===== config.mk =====
export PLATFORM = sky130hd
export DESIGN_NAME = usart_modem_handshake_rx
export DESIGN_NICKNAME = d
export VERILOG_FILES = /design/src/usart_hs_pkg.sv /design/src/usart_modem_handshake_rx.sv /design/src/sticky_bit.sv
export SDC_FILE = /design/constraint.sdc
export NUM_CORES = 1
export LEC_CHECK = 0
export BUFFER_PORTS_ARGS = -buffer_cell sky130_fd_sc_hd__buf_2
export CAP_MARGIN = 20
export CORE_ASPECT_RATIO = 0.8
export CORE_MARGIN = 8
export CORE_UTILIZATION = 45
export CTS_BUF_LIST = sky130_fd_sc_hd__clkbuf_4 sky130_fd_sc_hd__clkbuf_8
export DETAILED_ROUTE_END_ITERATION = 10
export MAX_ROUTING_LAYER = met4
export PLACE_DENSITY = 0.64
export SLEW_MARGIN = 20
export SYNTH_ARGS = -nofsm -noshare
export SYNTH_HDL_FRONTEND = slang
export SYNTH_HIERARCHICAL = 1
export SYNTH_SLANG_ARGS = --single-unit

===== constraint.sdc =====
create_clock -name core_clk -period 3 [get_ports core_clk]
set_input_delay 0 -clock core_clk [delete_from_list [all_inputs] [get_ports core_clk]]
set_output_delay 0 -clock core_clk [all_outputs]
set_load 0.02 [all_outputs]

===== src/usart_hs_pkg.sv =====
package usart_hs_pkg;
  localparam int          ADDR_W        = 4;
  localparam int          DATA_W        = 16;
  // ************************************************************
  // register offsets
  // ************************************************************
  localparam logic [3:0]  OFF_CTRL      = 4'h0;
  localparam logic [3:0]  OFF_STATUS    = 4'h1;
  localparam logic [3:0]  OFF_MASK      = 4'h2;
  localparam logic [3:0]  OFF_RXDATA    = 4'h3;
  localparam logic [3:0]  OFF_RCOUNT    = 4'h4;
  localparam logic [3:0]  OFF_RNCOUNT   = 4'h5;
  localparam logic [3:0]  OFF_BAUD      = 4'h6;
  localparam logic [3:0]  OFF_LINES     = 4'h7;
  // ************************************************************
  // control fields
  // ************************************************************
  localparam int          CTRL_RXEN     = 0;
  localparam int          CTRL_HSMODE   = 1;
  localparam int          CTRL_MODEM    = 2;
  localparam int          CTRL_DMAEN    = 3;
  // ************************************************************
  // status fields
  // ************************************************************
  localparam int          ST_RXRDY      = 0;
  localparam int          ST_FRAME      = 1;
  localparam int          ST_BRK        = 2;
  localparam int          ST_BUFFULL    = 3;
  localparam int          ST_DCD        = 4;
  localparam int          ST_W          = 5;
  // ************************************************************
  // reset values and timing
  // ************************************************************
  localparam logic [15:0] CTRL_RST      = 16'h0000;
  localparam logic [15:0] BAUD_RST      = 16'h0010;
  localparam logic [15:0] COUNT_RST     = 16'h0000;
  localparam logic [3:0]  DATA_BITS     = 4'h8;
  typedef enum logic [2:0] {RX_IDLE, RX_START, RX_DATA, RX_STOP, RX_BREAK} rx_state_type;
endpackage


===== src/usart_modem_handshake_rx.sv =====
// Local design decisions: the address map and the strobed register port.
`timescale 1ns/1ps
// Notes on behaviour
// - carrier detect counts as asserted when high
// - back-to-back chars then break: framing error, no break
// - one stop honoured; then idle, break armed after a full idle bit
// - handshake mode drops request-to-send at once
// - receiver disable leaves request-to-send unchanged
// - in handshake mode request-to-send high only after both counters zero
module usart_modem_handshake_rx
  import usart_hs_pkg::*;
(
  input  wire logic              core_clk,
  input  wire logic              rstn,
  input  wire logic [ADDR_W-1:0] regAddr,
  input  wire logic [DATA_W-1:0] regWdata,
  input  wire logic              regWr,
  input  wire logic              regRd,
  output logic      [DATA_W-1:0] regRdata,
  input  wire logic              rxd,
  input  wire logic              dcdIn,
  output logic                   txdOut,
  output logic                   txdOe,
  output logic                   rtsN,
  output logic                   irq,
  output logic                   dmaWrStb,
  output logic      [7:0]        dmaWrData
);
  // ************************************************************
  // registers
  // ************************************************************
  logic [15:0]       ctrl_r, ctrl_nxt;
  logic [15:0]       mask_r, mask_nxt;
  logic [15:0]       baud_r, baud_nxt;
  logic [15:0]       rcnt_r, rcnt_nxt;
  logic [15:0]       rncnt_r, rncnt_nxt;
  logic [DATA_W-1:0] rdata_r, rdata_nxt;
  logic              rts_r, rts_nxt;
  logic              irq_r, irq_nxt;
  logic              dmaStb_r, dmaStb_nxt;
  logic [7:0]        dmaDat_r, dmaDat_nxt;
  logic [7:0]        rxHold_r, rxHold_nxt;
  rx_state_type      st_r, st_nxt;
  logic [15:0]       tick_r, tick_nxt;
  logic [3:0]        bitCnt_r, bitCnt_nxt;
  logic [7:0]        shift_r, shift_nxt;
  logic              brkArm_r, brkArm_nxt;
  logic              lowAll_r, lowAll_nxt;
  logic              dcdPrev_r;
  logic [ST_W-1:0]   stat;
  logic [ST_W-1:0]   setEv;
  logic [ST_W-1:0]   clrEv;
  logic              evRxrdy, evFrame, evBrk, evFull, evDcd;
  logic              dcdAct;
  logic              wrCtrl, wrCnt, wrNcnt;
  logic              rxEn, dmaEn, hsMode;
  logic [15:0]       half;

  assign rxEn   = ctrl_r[CTRL_RXEN];
  assign dmaEn  = ctrl_r[CTRL_DMAEN];
  assign hsMode = ctrl_r[CTRL_HSMODE];
  assign dcdAct = dcdIn;
  assign half   = {1'b0, baud_r[15:1]};
  assign wrCtrl = regWr && (regAddr == OFF_CTRL);
  assign wrCnt  = regWr && (regAddr == OFF_RCOUNT);
  assign wrNcnt = regWr && (regAddr == OFF_RNCOUNT);

  // ************************************************************
  // interrupt flags
  // ************************************************************
  assign setEv = {evDcd, evFull, evBrk, evFrame, evRxrdy};
  assign clrEv = (regWr && regAddr == OFF_STATUS) ? regWdata[ST_W-1:0] : '0;
  genvar gi;
  generate
    for (gi = 0; gi < ST_W; gi++) begin : g_flag
      sticky_bit u_flag (
        .core_clk (core_clk),
        .rstn     (rstn),
        .setEv    (setEv[gi]),
        .clrEv    (clrEv[gi]),
        .flag     (stat[gi])
      );
    end
  endgenerate

  // ************************************************************
  // receiver
  // ************************************************************
  always_comb begin
    st_nxt     = st_r;
    tick_nxt   = tick_r;
    bitCnt_nxt = bitCnt_r;
    shift_nxt  = shift_r;
    brkArm_nxt = brkArm_r;
    lowAll_nxt = lowAll_r;
    rxHold_nxt = rxHold_r;
    evRxrdy    = 1'b0;
    evFrame    = 1'b0;
    evBrk      = 1'b0;
    case (st_r)
      RX_IDLE: begin
        tick_nxt = '0;
        if (rxEn && !rxd) begin
          st_nxt = RX_START;
        end else if (rxd && tick_r >= baud_r) begin
          // a full bit of idle line after the stop arms break detection
          tick_nxt   = tick_r;
          brkArm_nxt = 1'b1;
        end else if (rxd) begin
          tick_nxt = tick_r + 16'h0001;
        end
      end
      RX_START: begin
        tick_nxt = tick_r + 16'h0001;
        if (tick_r >= half) begin
          tick_nxt   = '0;
          bitCnt_nxt = '0;
          lowAll_nxt = !rxd;
          st_nxt     = rxd ? RX_IDLE : RX_DATA;
        end
      end
      RX_DATA: begin
        tick_nxt = tick_r + 16'h0001;
        if (tick_r >= baud_r) begin
          tick_nxt   = '0;
          shift_nxt  = {rxd, shift_r[7:1]};
          lowAll_nxt = lowAll_r && !rxd;
          bitCnt_nxt = bitCnt_r + 4'h1;
          if (bitCnt_r == DATA_BITS - 4'h1) begin
            st_nxt = RX_STOP;
          end
        end
      end
      RX_STOP: begin
        tick_nxt = tick_r + 16'h0001;
        if (tick_r >= baud_r) begin
          tick_nxt = '0;
          // only a single stop is sampled per character
          if (rxd) begin
            evRxrdy    = 1'b1;
            rxHold_nxt = shift_r;
            // disarmed until the line idles a full bit, so a start
            // straight after this stop finds break detection off
            brkArm_nxt = 1'b0;
            st_nxt     = RX_IDLE;
          end else if (lowAll_r && brkArm_r) begin
            evBrk  = 1'b1;
            st_nxt = RX_BREAK;
          end else begin
            // break directly after a back-to-back char is seen as bad framing
            evFrame    = 1'b1;
            brkArm_nxt = 1'b0;
            st_nxt     = lowAll_r ? RX_BREAK : RX_IDLE;
          end
        end
      end
      RX_BREAK: begin
        if (rxd) begin
          brkArm_nxt = 1'b1;
          st_nxt     = RX_IDLE;
        end
      end
      default: st_nxt = RX_IDLE;
    endcase
  end

  // ************************************************************
  // dma counters and request-to-send
  // ************************************************************
  always_comb begin
    rcnt_nxt   = rcnt_r;
    rncnt_nxt  = rncnt_r;
    dmaStb_nxt = 1'b0;
    dmaDat_nxt = dmaDat_r;
    evFull     = 1'b0;
    if (evRxrdy && dmaEn && rcnt_r != COUNT_RST) begin
      dmaStb_nxt = 1'b1;
      dmaDat_nxt = rxHold_nxt;
      if (rcnt_r == 16'h0001) begin
        rcnt_nxt  = rncnt_r;
        rncnt_nxt = COUNT_RST;
        evFull    = (rncnt_r == COUNT_RST);
      end else begin
        rcnt_nxt = rcnt_r - 16'h0001;
      end
    end
    if (wrCnt) begin
      rcnt_nxt = regWdata;
    end
    if (wrNcnt) begin
      rncnt_nxt = regWdata;
    end
    rts_nxt = rts_r;
    if (wrCtrl && regWdata[CTRL_HSMODE] && !hsMode) begin
      rts_nxt = 1'b0;
    end else if (hsMode && rcnt_nxt == COUNT_RST && rncnt_nxt == COUNT_RST
                 && (wrCnt || wrNcnt || evFull)) begin
      rts_nxt = 1'b1;
    end else if (hsMode && (rcnt_nxt != COUNT_RST || rncnt_nxt != COUNT_RST)) begin
      rts_nxt = rts_r && !(wrCnt || wrNcnt);
    end
    if (!hsMode && !(wrCtrl && regWdata[CTRL_HSMODE])) begin
      rts_nxt = 1'b1;
    end
    // receiver enable bit plays no part above, so disabling it leaves rts alone
  end

  // ************************************************************
  // register bus
  // ************************************************************
  always_comb begin
    ctrl_nxt  = ctrl_r;
    mask_nxt  = mask_r;
    baud_nxt  = baud_r;
    rdata_nxt = '0;
    if (wrCtrl) begin
      ctrl_nxt = regWdata;
    end
    if (regWr && regAddr == OFF_MASK) begin
      mask_nxt = regWdata;
    end
    if (regWr && regAddr == OFF_BAUD) begin
      baud_nxt = regWdata;
    end
    if (regRd) begin
      case (regAddr)
        OFF_CTRL:    rdata_nxt = ctrl_r;
        OFF_STATUS:  rdata_nxt = {{(16-ST_W){1'b0}}, stat};
        OFF_MASK:    rdata_nxt = mask_r;
        OFF_RXDATA:  rdata_nxt = {8'h00, rxHold_r};
        OFF_RCOUNT:  rdata_nxt = rcnt_r;
        OFF_RNCOUNT: rdata_nxt = rncnt_r;
        OFF_BAUD:    rdata_nxt = baud_r;
        OFF_LINES:   rdata_nxt = {13'h0000, dcdAct, rts_r, rxd};
        default:     rdata_nxt = '0;
      endcase
    end
    irq_nxt = |(stat & mask_r[ST_W-1:0]);
  end

  assign evDcd = ctrl_r[CTRL_MODEM] && dcdAct && !dcdPrev_r;

  always_ff @(posedge core_clk) begin
    if (!rstn) begin
      ctrl_r     <= CTRL_RST;
      mask_r     <= 16'h0000;
      baud_r     <= BAUD_RST;
      rcnt_r     <= COUNT_RST;
      rncnt_r    <= COUNT_RST;
      rdata_r    <= '0;
      rts_r      <= 1'b1;
      irq_r      <= 1'b0;
      dmaStb_r   <= 1'b0;
      dmaDat_r   <= 8'h00;
      rxHold_r   <= 8'h00;
      st_r       <= RX_IDLE;
      tick_r     <= 16'h0000;
      bitCnt_r   <= 4'h0;
      shift_r    <= 8'h00;
      brkArm_r   <= 1'b1;
      lowAll_r   <= 1'b0;
      dcdPrev_r  <= 1'b0;
    end else begin
      ctrl_r     <= ctrl_nxt;
      mask_r     <= mask_nxt;
      baud_r     <= baud_nxt;
      rcnt_r     <= rcnt_nxt;
      rncnt_r    <= rncnt_nxt;
      rdata_r    <= rdata_nxt;
      rts_r      <= rts_nxt;
      irq_r      <= irq_nxt;
      dmaStb_r   <= dmaStb_nxt;
      dmaDat_r   <= dmaDat_nxt;
      rxHold_r   <= rxHold_nxt;
      st_r       <= st_nxt;
      tick_r     <= tick_nxt;
      bitCnt_r   <= bitCnt_nxt;
      shift_r    <= shift_nxt;
      brkArm_r   <= brkArm_nxt;
      lowAll_r   <= lowAll_nxt;
      dcdPrev_r  <= dcdAct;
    end
  end

  assign regRdata  = rdata_r;
  assign rtsN      = rts_r;
  assign irq       = irq_r;
  assign dmaWrStb  = dmaStb_r;
  assign dmaWrData = dmaDat_r;
  // transmit pin is released; an outside pull-up keeps it at idle
  assign txdOut    = 1'b1;
  assign txdOe     = 1'b0;
endmodule


===== src/sticky_bit.sv =====
`timescale 1ns/1ps
module sticky_bit (
  input  wire logic core_clk,
  input  wire logic rstn,
  input  wire logic setEv,
  input  wire logic clrEv,
  output logic      flag
);
  logic flag_r;
  logic flag_nxt;
  // set wins over a clear in the same cycle
  always_comb begin
    flag_nxt = flag_r;
    if (clrEv) begin
      flag_nxt = 1'b0;
    end
    if (setEv) begin
      flag_nxt = 1'b1;
    end
  end
  always_ff @(posedge core_clk) begin
    if (!rstn) begin
      flag_r <= 1'b0;
    end else begin
      flag_r <= flag_nxt;
    end
  end
  assign flag = flag_r;
endmodule


### Yosys cells after proc, flatten, opt, wreduce, memory -nomap -nowiden

Index checks and enable logic that the tools add are counted.

| cells by class | value |
|---|---|
| equal/unequal tests | 23 |
| muxes and demuxes | 68 |
| reduce and logical (&&, ||, !) cells | 56 |
| bitwise operators | 2 |
| magnitude comparators | 2 |
| add/subtract/negate cells | 3 |

Operators with widths:

| operator | number |
|---|---|
| 16-bit 2-to-1 mux | 11 |
| 16-bit case mux with 8 select lines | 1 |
| 16-bit logical NOT | 3 |
| 16-bit case mux with 3 select lines | 1 |
| 16-bit nonzero test | 3 |
| 1-bit 2-to-1 mux | 35 |
| 3-bit 2-to-1 mux | 9 |
| 8-bit 2-to-1 mux | 3 |
| 1-bit logical AND | 22 |
| 4-bit by 3-bit equality test with 1-bit output (second input constant) | 5 |
| 16-bit by 1-bit adder with 16-bit output (second input constant) | 1 |
| 16-bit by 1-bit equality test with 1-bit output (second input constant) | 1 |
| 16-bit by 15-bit >= comparator with 1-bit output | 1 |
| 16-bit >= comparator | 1 |
| 2-bit inequality test (second input constant) | 8 |
| 16-bit by 1-bit subtractor with 16-bit output (second input constant) | 1 |
| 3-bit case mux with 5 select lines | 1 |
| 6-bit AND reduction | 2 |
| 2-bit nonzero test | 6 |
| 3-bit nonzero test | 3 |
| 4-bit by 2-bit equality test with 1-bit output (second input constant) | 2 |
| 4-bit 2-to-1 mux | 2 |
| 4-bit case mux with 2 select lines | 1 |
| 3-bit by 2-bit equality test with 1-bit output (second input constant) | 2 |
| 19 further kinds | 29 |

| word-level totals | value |
|---|---|
| logic and storage cells | 177 |
| bits in registers | 154 |

### Longest topological paths before layout

Gate-level depths: netlist of the first run.

| logic depth | value |
|---|---|
| word-level depth | 13 |
| gate-level depth with buffers | 13 |

### Modules after synthesis

The synthesis of the first run kept the hierarchy.

Modules (own cells, without submodules):

| module | area each (um2) | cells each | sequential area each (um2) | instances |
|---|---|---|---|---|
| usart_modem_handshake_rx | 7664.9 | 963 | 2982.9 | 1 |
| sticky_bit | 41.3 | 3 | 20.0 | 5 |

### Worst setup path after synthesis of the first run

No wires, ideal clock.

| path | value |
|---|---|
| path kind | register -> register |
| start | register baud_r[1] |
| end | register tick_r[10] |
| data required time | 2.866 ns |
| arrival | 2.462 ns |
| cell stages (with the launch flop) | 12 |
| buffers on the path | 2 |
| path slack | 0.404 ns |
| cells stage by stage | dfxtp_1 inv_1 ha_1 nor2b_1 o211a_1 o311ai_1 nand4_1 clkbuf_1 a21oi_1 nand2b_1 clkbuf_1 a31oi_1 |

| on the way | value |
|---|---|
| cells in the longest elaborated chain, start to end | 4 |
| elaborated cells on any way between the ends | 8 |
| those cells by class | order compare: 2; eq/ne: 1; mux: 3; reduce/logical: 2 |

Ends and longest elaborated chain:

| item | RTL line | text |
|---|---|---|
| start, declared | usart_modem_handshake_rx.sv:34 | `logic [15:0] baud_r, baud_nxt;` |
| start signal, assigned | usart_modem_handshake_rx.sv:266 | `baud_r <= baud_nxt;` |
| 16-bit >= comparator | usart_modem_handshake_rx.sv:105, usart_modem_handshake_rx.sv:124, usart_modem_handshake_rx.sv:136 |  |
| 1-bit logical AND | usart_modem_handshake_rx.sv:105 | `end else if (rxd && tick_r >= baud_r) begin` |
| 3-bit inequality test (no source line) | - |  |
| 2-bit AND reduction (no source line) | - |  |
| end signal, assigned | usart_modem_handshake_rx.sv:276 | `tick_r <= tick_nxt;` |
| end, declared | usart_modem_handshake_rx.sv:44 | `logic [15:0] tick_r, tick_nxt;` |

Several ways; a longest one is shown, not always the timed one.
A chain may end at the register's enable or synchronous reset.

### Worst setup path after layout of the first run

| path | value |
|---|---|
| start | register baud_r[1] |
| end | register rts_r (netlist: rtsN) |

| on the way | value |
|---|---|
| cells in the longest elaborated chain, start to end | 13 |
| elaborated cells on any way between the ends | 23 |
| those cells by class | order compare: 1; mux: 9; reduce/logical: 13 |

Ends and longest elaborated chain:

| item | RTL line | text |
|---|---|---|
| 16-bit >= comparator * | usart_modem_handshake_rx.sv:136 | `if (tick_r >= baud_r) begin` |
| 1-bit 2-to-1 mux * | usart_modem_handshake_rx.sv:136 |  |
| 1-bit 2-to-1 mux * | usart_modem_handshake_rx.sv:100 | `case (st_r)` |
| 1-bit logical AND * (2 in a row) | usart_modem_handshake_rx.sv:176 | `if (evRxrdy && dmaEn && rcnt_r != COUNT_RST) begin` |
| 16-bit 2-to-1 mux | usart_modem_handshake_rx.sv:176 |  |
| 16-bit 2-to-1 mux | usart_modem_handshake_rx.sv:187 | `if (wrCnt) begin` |
| 16-bit logical NOT | usart_modem_handshake_rx.sv:196 | `end else if (hsMode && rcnt_nxt == COUNT_RST && rncnt_nxt == COUNT_RST` |
| 1-bit logical AND (2 in a row) | usart_modem_handshake_rx.sv:196 |  |
| 1-bit logical AND | usart_modem_handshake_rx.sv:197 | `&& (wrCnt \|\| wrNcnt \|\| evFull)) begin` |
| 1-bit 2-to-1 mux | usart_modem_handshake_rx.sv:196 |  |
| 1-bit 2-to-1 mux | usart_modem_handshake_rx.sv:194 | `if (wrCtrl && regWdata[CTRL_HSMODE] && !hsMode) begin` |
| end signal, assigned | usart_modem_handshake_rx.sv:270 | `rts_r <= rts_nxt;` |
| end, declared | usart_modem_handshake_rx.sv:38 | `logic rts_r, rts_nxt;` |

Mark *: on every way between the ends. The rest lies on a longest branch, timed or not.

==> results of run 1 <==
[routing by layer]
layer	share of wire [%]	track usage, %	wire length, um
met3	9.3	5.054	2357
met4	2.2	8.115	561
met2	42	32.81	10560
met5	0	-	0
met1	47	33.72	11950
[through the flow]
stage / hold slack [ns] / util [%] / cells / area [sq um] / setup WS [ns]
6_report: 0.1244 / 52.85 / 1290 / 9099 / 0.1684
4_1_cts: 0.09033 / 52.73 / 1289 / 9079 / 0.09189
3_3_place_gp: 0.2644 / 49.40 / 1238 / 8504 / 0.2236
3_5_place_dp: 0.2710 / 49.40 / 1238 / 8504 / 0.1155
2_1_floorplan: 0.1175 / - / 978 / 7871 / 0.4039
5_1_grt: 0.1079 / 52.85 / 1290 / 9099 / 0.01199
[cell families after synthesis]
group                      Yosys count  synth area share, %
adders and majority gates           35                5.564
and+or+nand+nor                    391                24.46
buffers and inverters               91                4.784
DFF                                154                39.17
AOI/OAI and AO/OA                  285                23.41
xor gates and xnor gates             4               0.4452
muxes                               16                2.066
other                                2              0.09541
[registers in the layout (all words and copies together), names as in the netlist]
name / cells
baud_r: 16
bitCnt_r: 4
brkArm_r: 1
ctrl_r: 16
dcdPrev_r: 1
dmaWrData: 8
dmaWrStb: 1
g_flag.u_flag/flag: 5
irq: 1
lowAll_r: 1
mask_r: 16
rcnt_r: 16
regRdata: 16
rncnt_r: 16
rtsN: 1
rxHold_r: 8
shift_r: 8
st_r: 3
tick_r: 16
[worst max path at each step]
stage / end / slack (ns) / cells after the start
6_report: rtsN / 0.17 / 12
5_1_grt: rtsN / 0.01 / 12
4_1_cts: rtsN / 0.09 / 12
3_5_place_dp: rtsN / 0.12 / 12
3_3_place_gp: rtsN / 0.22 / 13
2_1_floorplan: tick_r[10] / 0.40 / 11
[layout make-up]
cell class	count	area share (%)
clock inverter	14	1.499
tap	225	3.094
multi-input combinational	733	48.68
inverter	27	1.128
sequential	154	33.88
clock buffer	18	2.723
timing repair buffer	118	8.966
antenna	1	0.02750
[worst max-delay path, stage by stage, from the launching register on]
cell and delay [ns]:
dfxtp_1 0.40, inv_1 0.07, ha_1 0.30, nor2b_1 0.13, o211a_1 0.22, o311ai_2 0.24, nand4_1 0.23, buf_12 0.22
a31o_2 0.20, a22o_1 0.21, nor4_1 0.26, nand4b_1 0.16, o21ai_1 0.13
[where the power goes]
part	internal [mW]	switching (mW)	total [mW]
clock network	0.693	0.879	1.57
registers	2.06	0.0209	2.08
logic	0.130	0.227	0.357
[what timing repair did]
item                                    CTS  global route
endpoints found under the setup margin    0             6
resized for setup                         0             3
hold buffers                             19             0
setup buffers                             0             0
endpoints found under the hold margin    80             0
[cell usage in the layout, fill, tap and decap left out, types with 21 or more instances in the layout]
| cell type | instances |
|---|---|
| buf_2 | 52 |
| dfxtp_1 | 154 |
| ha_1 | 35 |
| a21oi_1 | 113 |
| inv_1 | 26 |
| nand2_1 | 170 |
| a22oi_1 | 29 |
| a31oi_1 | 34 |
| buf_4 | 46 |
| nor2_1 | 77 |
| nor3_1 | 21 |
| o21ai_0 | 27 |
==> metrics.cfg, run 1 <==
[synth]
synth.top_cells.by_count = 170 x nand2_1, 154 x dfxtp_1, 113 x a21oi_1
netlist.area_leader.share_pct = 39.17
ys.flop_type = dfxtp_1
synth-async-reset-ratio_pct = 0
syn-cell-area_sq_mm = 0.007871
synth-warning-count = 6
synth_most_common_cell = nand2_1
yosysTopAreaCell = dfxtp_1
synth_seq_cells = 154
synth_cell_type_count = 70
synth_edf_count = 0
synth.avg_cell_area_sq_um = 8.048
synthTopCellsByArea = dfxtp_1 39%, nand2_1 8.1%, a21oi_1 7.2%
ys_seq_area_share_pct = 39.17
syn_nets = 1039
synth_cells = 978

[status]
outcome = completed

[global_route]
grt_max_degree = 64
grt_pass1_vias = 7312
grt_pass1_wl_mm = 40.38
track_usage_pct = 23.85
grt_antenna_before_repair = 1
grt_overflow = 0

[cts]
cts_buffers = 17
h-tree-depth = 4
clock_latency_ns = 0.47
tritoncts = built
path_clk_slew_ns = 0.10
cts.sinks = 154
clock_tree.root_cell = clkbuf_8
ctsLongestPathBuffers = 2

[floorplanning]
dieWidth_um = 163.9
rows = 43
start_util_pct = 45.72
dieHeight_um = 134.3
core_area_sq_mm = 0.01722
die_area_sq_mm = 0.02201
ios = 55

[worst_hold_path]
hold_depth = 4
hold_path.class = input port to flop
worst_hold_path.endpoint = ctrl_r[0]
hp-start = regWr

[worst_setup_path]
critical_path.max_fanout = 15
rr_worst_depth = 12
arrival_ns = 3.24
r2r-end = rtsN
cp-start-kind = flop
rrSetupSlack_ns = 0.17
cp-end-kind = flop
r2r-start = baud_r[1]
crit_path_start = baud_r[1]
required_ns = 3.41
path_class = flop to flop

[flow_run]
drv_cap = 0

[place]
dp_hpwl_mm = 18.01
io_buffers = 52
finalWeightedCongestion = 0.9883

[sta]
tightest_slew_ns = 0.7609
maxSlewViolCount = 0
fin_crit_sh_pct = 94.39
setup_violations = 0
finalCriticalPeriod_ns = 2.832
hold_viol_final = 0
relSlewSlack_pct = 49.12
rsz0062_at_grt = no
fin_tns_setup_ns = 0
finalClockSkew_ns = 0.01926
fmax_ghz = 0.3532

[detailed_routing]
drc = 0
routed_wl_mm = 25.43
first_pass_iters = 6
via_count = 7743
ant_nets = 0
detail_route.wl_per_cell_um = 19.71
drtIter0Drc = 786
via_per_inst = 6.002

[finish]
drive_above_1_share_pct = 15.23
regArea_sq_mm = 0.003083
syn2layout_area_growth_pct = 15.59
finalNetCount = 1112
multi_input_area_sq_mm = 0.004429
fillers = 1701

[power_and_ir_drop]
p_leak_nw = 3.393
finalPower_mw = 4.012
ir_drop_mv = 0.3280
powerDensity_mw_per_mm2 = 440.9

Power figures use the tool's default switching activity.
==> inputs of run 2 (changes only) <==
Settings changed: PLACE_DENSITY 0.64 to 0.67.
Clock period 3 ns to 2.5 ns, I/O delays scaled along.
==> run 2 against run 1 <==
  * Utilization up 9.4 points
  * Clock-buffer cell count grew 4
  * Register-to-register slack got worse by 0.27 ns
  * Clock power up 20%
  * Largest cell class unchanged
  * Critical path depth shrank 1
  * The flow now finishes with violations (negative setup slack)
==> metrics.cfg, run 2 (synthesis results as in run 1) <==
[sta]
setup_violations = 8  ; +8
hold_viol_final = 0  ; unchanged
fmax_ghz = 0.3851  ; +9.0%
relSlewSlack_pct = 45.92  ; -3.2 points
tightest_slew_ns = 0.8088  ; +0.04793 ns
finalCriticalPeriod_ns = 2.597  ; -0.2348 ns
finalClockSkew_ns = 0.01320  ; -0.006062 ns
fin_tns_setup_ns = -0.3020  ; -0.3020 ns
rsz0062_at_grt = yes
maxSlewViolCount = 0  ; unchanged
fin_crit_sh_pct = 103.9  ; +9.5 points
setup_slack_ns = -0.09674  ; -0.2652 ns

[worst_setup_path]
critical_path.max_fanout = 5  ; -10
rr_worst_depth = 11  ; -1
cp-end-kind = flop
path_cells = buf_4, ha_4, nand4b_1, a211oi_2, nand2_1, o211ai_1, buf_4, o21ai_4, o31ai_2, buf_4, nor2_1
path_class = flop to flop
critPathMaxStageDelay_ns = 0.42  ; +0.02 ns
cp_slowest_cell = o211ai_1
cp-start-kind = flop
required_ns = 2.87  ; -0.54 ns
arrival_ns = 2.97  ; -0.27 ns
crit_top_cell = buf_4

[floorplanning]
ios = 55  ; unchanged
die_area_sq_mm = 0.02201  ; unchanged
start_util_pct = 45.72  ; unchanged
rows = 43  ; unchanged
dieWidth_um = 163.9  ; unchanged
core_area_sq_mm = 0.01722  ; unchanged
dieHeight_um = 134.3  ; unchanged

[detailed_routing]
detail_route.wl_per_cell_um = 20.06  ; +1.8%
drc = 0  ; unchanged
first_pass_iters = 5  ; -1
routed_wl_mm = 28.01  ; +10%
drtIter0Drc = 963  ; +23%
ant_nets = 0  ; unchanged
via_count = 8332  ; +7.6%
via_per_inst = 5.968  ; -0.56%

[finish]
final_area_sq_mm = 0.01072  ; +18%
antenna_cells = 0  ; -1
syn2layout_area_growth_pct = 36.15
finalNetCount = 1220  ; +9.7%
layout_commonest_cell = nand2_1
layout_common_cells = 160 x nand2_1, 141 x dfxtp_1, 127 x buf_4, 95 x a21oi_1, 75 x nor2_1
drive_above_1_share_pct = 31.85  ; +17 points
layout.cells.non_filler = 1396  ; +8.2%

[cts]
tritoncts = built
ctsLongestPathBuffers = 2  ; unchanged
h-tree-depth = 4  ; unchanged
clock_tree.root_cell = clkbuf_8
cts.sinks = 154  ; unchanged
cts_buffers = 17  ; unchanged
clock_latency_ns = 0.48  ; about the same
path_clk_slew_ns = 0.09  ; about the same

[worst_hold_path]
hold_path.class = input port to flop
hold_depth = 4  ; unchanged

[place]
post-place-ws_ns = -0.2541  ; -0.3695 ns
dp_hpwl_mm = 19.49  ; +8.2%
finalWeightedCongestion = 0.9533  ; -3.5%
dp.cells = 1327  ; +7.2%
placed_area_sq_mm = 0.009210  ; +8.3%
io_buffers = 52  ; unchanged

[power_and_ir_drop]
powerDensity_mw_per_mm2 = 461.3  ; +4.6%
finalPower_mw = 4.944  ; +23%
ir_drop_mv = 0.4591  ; +40%
p_leak_nw = 4.128  ; +22%

[global_route]
grt_overflow = 0  ; unchanged
track_usage_pct = 25.45  ; +1.6 points
grt_pass1_vias = 7691  ; +5.2%
grt_pass1_wl_mm = 42.57  ; +5.4%
grt_max_degree = 102  ; +59%
grt_antenna_before_repair = 0  ; -1

[status]
violations = negative setup slack
outcome = finished with violations

[flow_run]
drv_cap = 0  ; unchanged

[run 2: changes by cell type in the layout (fill, tap and decap cells not counted), sizes merged]
cell | previous run | this run
buf | 99 | 206
clkbuf | 18 | 23
clkinv | 4 | 5
clkinvlp | 5 | 0
diode | 1 | 0
inv | 31 | 30
[run 2: final timing paths]
check | from | endpoint | slack [ns]
worst min-delay path | regWr | ctrl_r[1] | 0.05
worst max-delay path | tick_r[13] | tick_r[15] | -0.1
worst min register to register | mask_r[11] | mask_r[11] | 0.46
worst max register to register | tick_r[13] | tick_r[15] | -0.1
[run 2: metal layers]
metal	wire, um	track usage [%]
met5	0	-
met2	11830	34.72
met4	705	9.627
met1	12670	35.41
met3	2798	6.217
[run 2: where the power goes]
part,total (mW),leakage (nW),internal [mW],switching (mW)
sequential,2.50,1.25,2.47,0.0220
clock,1.88,0.201,0.890,0.992
combinational,0.565,2.68,0.237,0.329
total,4.94,4.13,3.60,1.34
[run 2: through the flow]
step	utilization, %	hold slack (ns)
finish	62.25	0.05041
global route	62.25	0.06174
CTS	58.74	0.01653
detailed placement	53.50	0.2588
global placement	53.50	0.2612
floorplan	-	0.1175
[run 2: cell type report]
cell class,count,area [sq um]
Fill cell,1519,6500
Multi-Input combinational cell,733,5067
Sequential cell,154,3099
Timing Repair Buffer,226,1788
Clock buffer,22,290.3
Tap cell,225,281.5
Inverter,27,101.3
Clock inverter,9,88.84
[run 2: timing repair]
action                                  4_1_cts  5_1_grt
gates resized for setup                      60      110
cloned                                        1        3
pin swaps                                    27       60
setup buffers                                 7       10
endpoints found under the setup margin       62       72
hold endpoints to repair                     80        0
hold buffers                                 19        0
[run 2: critical path, delay by kind of cell (launching register included)]
kind                     cells  cell delay, ns
buffers and inverters        3            0.52
AO/OA/AOI/OAI                4            1.00
adder cells (fa/ha/maj)      1            0.27
AND/OR/NAND/NOR              3            0.33
flip-flops                   1            0.36
==> inputs of run 3 (changes only) <==
Settings changed: RECOVER_POWER from default to 100.
==> run 3 against run 2 <==
  * The run still ends with negative setup slack left
  * Worst hold slack got worse by 0.0056 ns
  * Power barely moved
  * Utilization fell by 0.29 points
  * Critical path type unchanged
  * Sequential share of layout area grew 0.14 points
  * Wire length about the same
==> metrics.cfg, run 3 (synthesis results as in run 1) <==
[status]
outcome = finished with violations
violations = negative setup slack

[cts]
path_clk_slew_ns = 0.08  ; about the same
tritoncts = built
cts.sinks = 154  ; unchanged
h-tree-depth = 4  ; unchanged
clock_latency_ns = 0.48  ; about the same
ctsLongestPathBuffers = 2  ; unchanged
clock_tree.root_cell = clkbuf_8
cts_buffers = 17  ; unchanged

[floorplanning]
dieHeight_um = 134.3  ; unchanged
start_util_pct = 45.72  ; unchanged
rows = 43  ; unchanged
ios = 55  ; unchanged
dieWidth_um = 163.9  ; unchanged
die_area_sq_mm = 0.02201  ; unchanged
core_area_sq_mm = 0.01722  ; unchanged

[worst_setup_path]
rr_worst_depth = 11  ; unchanged
crit_top_cell = buf_4
cp-start-kind = flop
critical_path.max_fanout = 5  ; unchanged
arrival_ns = 2.96  ; about the same
cp_top_family = compound AO/OA/AOI/OAI gates
path_cells = buf_4, ha_4, nand4b_1, a211oi_2, nand2_1, o211ai_1, buf_4, o21ai_4, o31ai_2, buf_4, nor2_1
cp_slowest_cell = o211ai_1
cp.depth = 11  ; unchanged
critPathMaxStageDelay_ns = 0.41  ; about the same
required_ns = 2.87  ; about the same
path_class = flop to flop
worst-path-buf-inv = 3  ; unchanged
cp-end-kind = flop

[global_route]
grt_antenna_before_repair = 0  ; unchanged
track_usage_pct = 25.45  ; unchanged
grt_overflow = 0  ; unchanged
grt_pass1_wl_mm = 42.57  ; unchanged
grt_pass1_vias = 7691  ; unchanged
grt_max_degree = 102  ; unchanged

[worst_hold_path]
hold_path.class = input port to flop
hold_depth = 4  ; unchanged

[place]
dp_hpwl_mm = 19.49  ; unchanged
post-place-ws_ns = -0.2541  ; unchanged
io_buffers = 52  ; unchanged
finalWeightedCongestion = 0.9533  ; unchanged

[sta]
tightest_slew_ns = 1.451  ; +0.6420 ns
maxSlewViolCount = 0  ; unchanged
rsz0062_at_grt = yes
setup_violations = 8  ; unchanged
finalClockSkew_ns = 0.01337  ; +0.0001673 ns
setup_slack_ns = -0.09157  ; +0.005170 ns
hold_viol_final = 0  ; unchanged
finalCriticalPeriod_ns = 2.592  ; -0.005170 ns
fin_crit_sh_pct = 103.7  ; -0.21 points
relSlewSlack_pct = 3.277  ; -43 points
fmax_ghz = 0.3859  ; +0.20%

[detailed_routing]
drc = 0  ; unchanged
first_pass_iters = 8  ; +3
via_per_inst = 5.979  ; +0.17%
drtIter0Drc = 913  ; -5.2%
detail_route.wl_per_cell_um = 20.05  ; about the same
ant_nets = 0  ; unchanged
routed_wl_mm = 27.98  ; about the same
via_count = 8346  ; +0.17%

[power_and_ir_drop]
power_frac_comb_pct = 11.4  ; about the same
power.internal_mw = 3.599  ; about the same
p_leak_nw = 3.993  ; -3.3%
ir_drop_mv = 0.4573  ; -0.39%
p_seq_share_pct = 50.5  ; about the same
clkPwrFrac_pct = 38.0  ; about the same
swShare_pct = 27.12  ; -0.033 points
finalPower_mw = 4.939  ; about the same
powerDensity_mw_per_mm2 = 463.0  ; +0.37%
power.switching_mw = 1.340  ; -0.22%

[finish]
syn2layout_area_growth_pct = 35.51
layout_commonest_cell = nand2_1
drive_above_1_share_pct = 29.12  ; -2.7 points
finalNetCount = 1220  ; unchanged
layout_common_cells = 160 x nand2_1, 141 x dfxtp_1, 123 x buf_4, 95 x a21oi_1, 75 x nor2_1
antenna_cells = 0  ; unchanged
fillers = 1545  ; +1.7%

[flow_run]
drv_cap = 0  ; unchanged

run 3: final timing paths:
kind,start,endpoint,slack (ns)
worst max-delay path,tick_r[13],tick_r[15],-0.09
worst min-delay path,regWr,ctrl_r[1],0.04
worst max register to register,tick_r[13],tick_r[15],-0.09
worst min register to register,mask_r[5],mask_r[5],0.46
run 3: metrics by stage:
step	instance area (sq um)	hold slack, ns	setup TNS [ns]	instances	utilization [%]
2_1_floorplan	7891	0.1175	-0.02893	978	-
5_1_grt	10670	0.06174	-3.749	1396	61.95
4_1_cts	10110	0.01653	-0.1707	1383	58.74
6_report	10670	0.04479	-0.3251	1396	61.95
3_3_place_gp	9210	0.2612	-1.480	1327	53.50
3_5_place_dp	9210	0.2588	-3.921	1327	53.50
run 3: power by group through the flow:
stage               clock (mW)  sequential [mW]  combinational, mW
global route              1.99             2.50              0.605
global placement             0             2.55              0.457
finish                    1.88             2.50              0.564
floorplan                    0             2.55              0.253
detailed placement           0             2.55              0.457
CTS                       1.89             2.49              0.510
run 3: cell type report:
| cell class | count | area [sq um] | area share, % |
|---|---|---|---|
| flip-flops and latches | 154 | 3099 | 29.06 |
| inverters | 27 | 101.3 | 0.9501 |
| multi-input cells | 733 | 5067 | 47.51 |
| well taps | 225 | 281.5 | 2.639 |
| clock inverters | 9 | 88.84 | 0.8328 |
| clock buffers | 22 | 290.3 | 2.721 |
| repair buffers | 226 | 1738 | 16.29 |
run 3: tightest hold or removal path: stages:
cell	delay, ns
buf_2	0.16
and2_1	0.17
nand2_1	0.08
a21oi_1	0.06
run 3: routing by layer:
layer	up-vias	share of wire, %	global-route usage (%)
met5	-	0	-
met4	0	2.6	9.627
met3	61	9.1	6.217
met2	409	42	34.72
met1	3979	46	35.41
li1	3897	-	-
run 3: repair_timing:
item,in CTS,in global routing
cloned,1,3
endpoints found under the setup margin,62,72
endpoints found under the hold margin,80,0
gates resized for setup,60,110
setup buffers,7,10
pin swaps,27,60
hold buffers,19,0
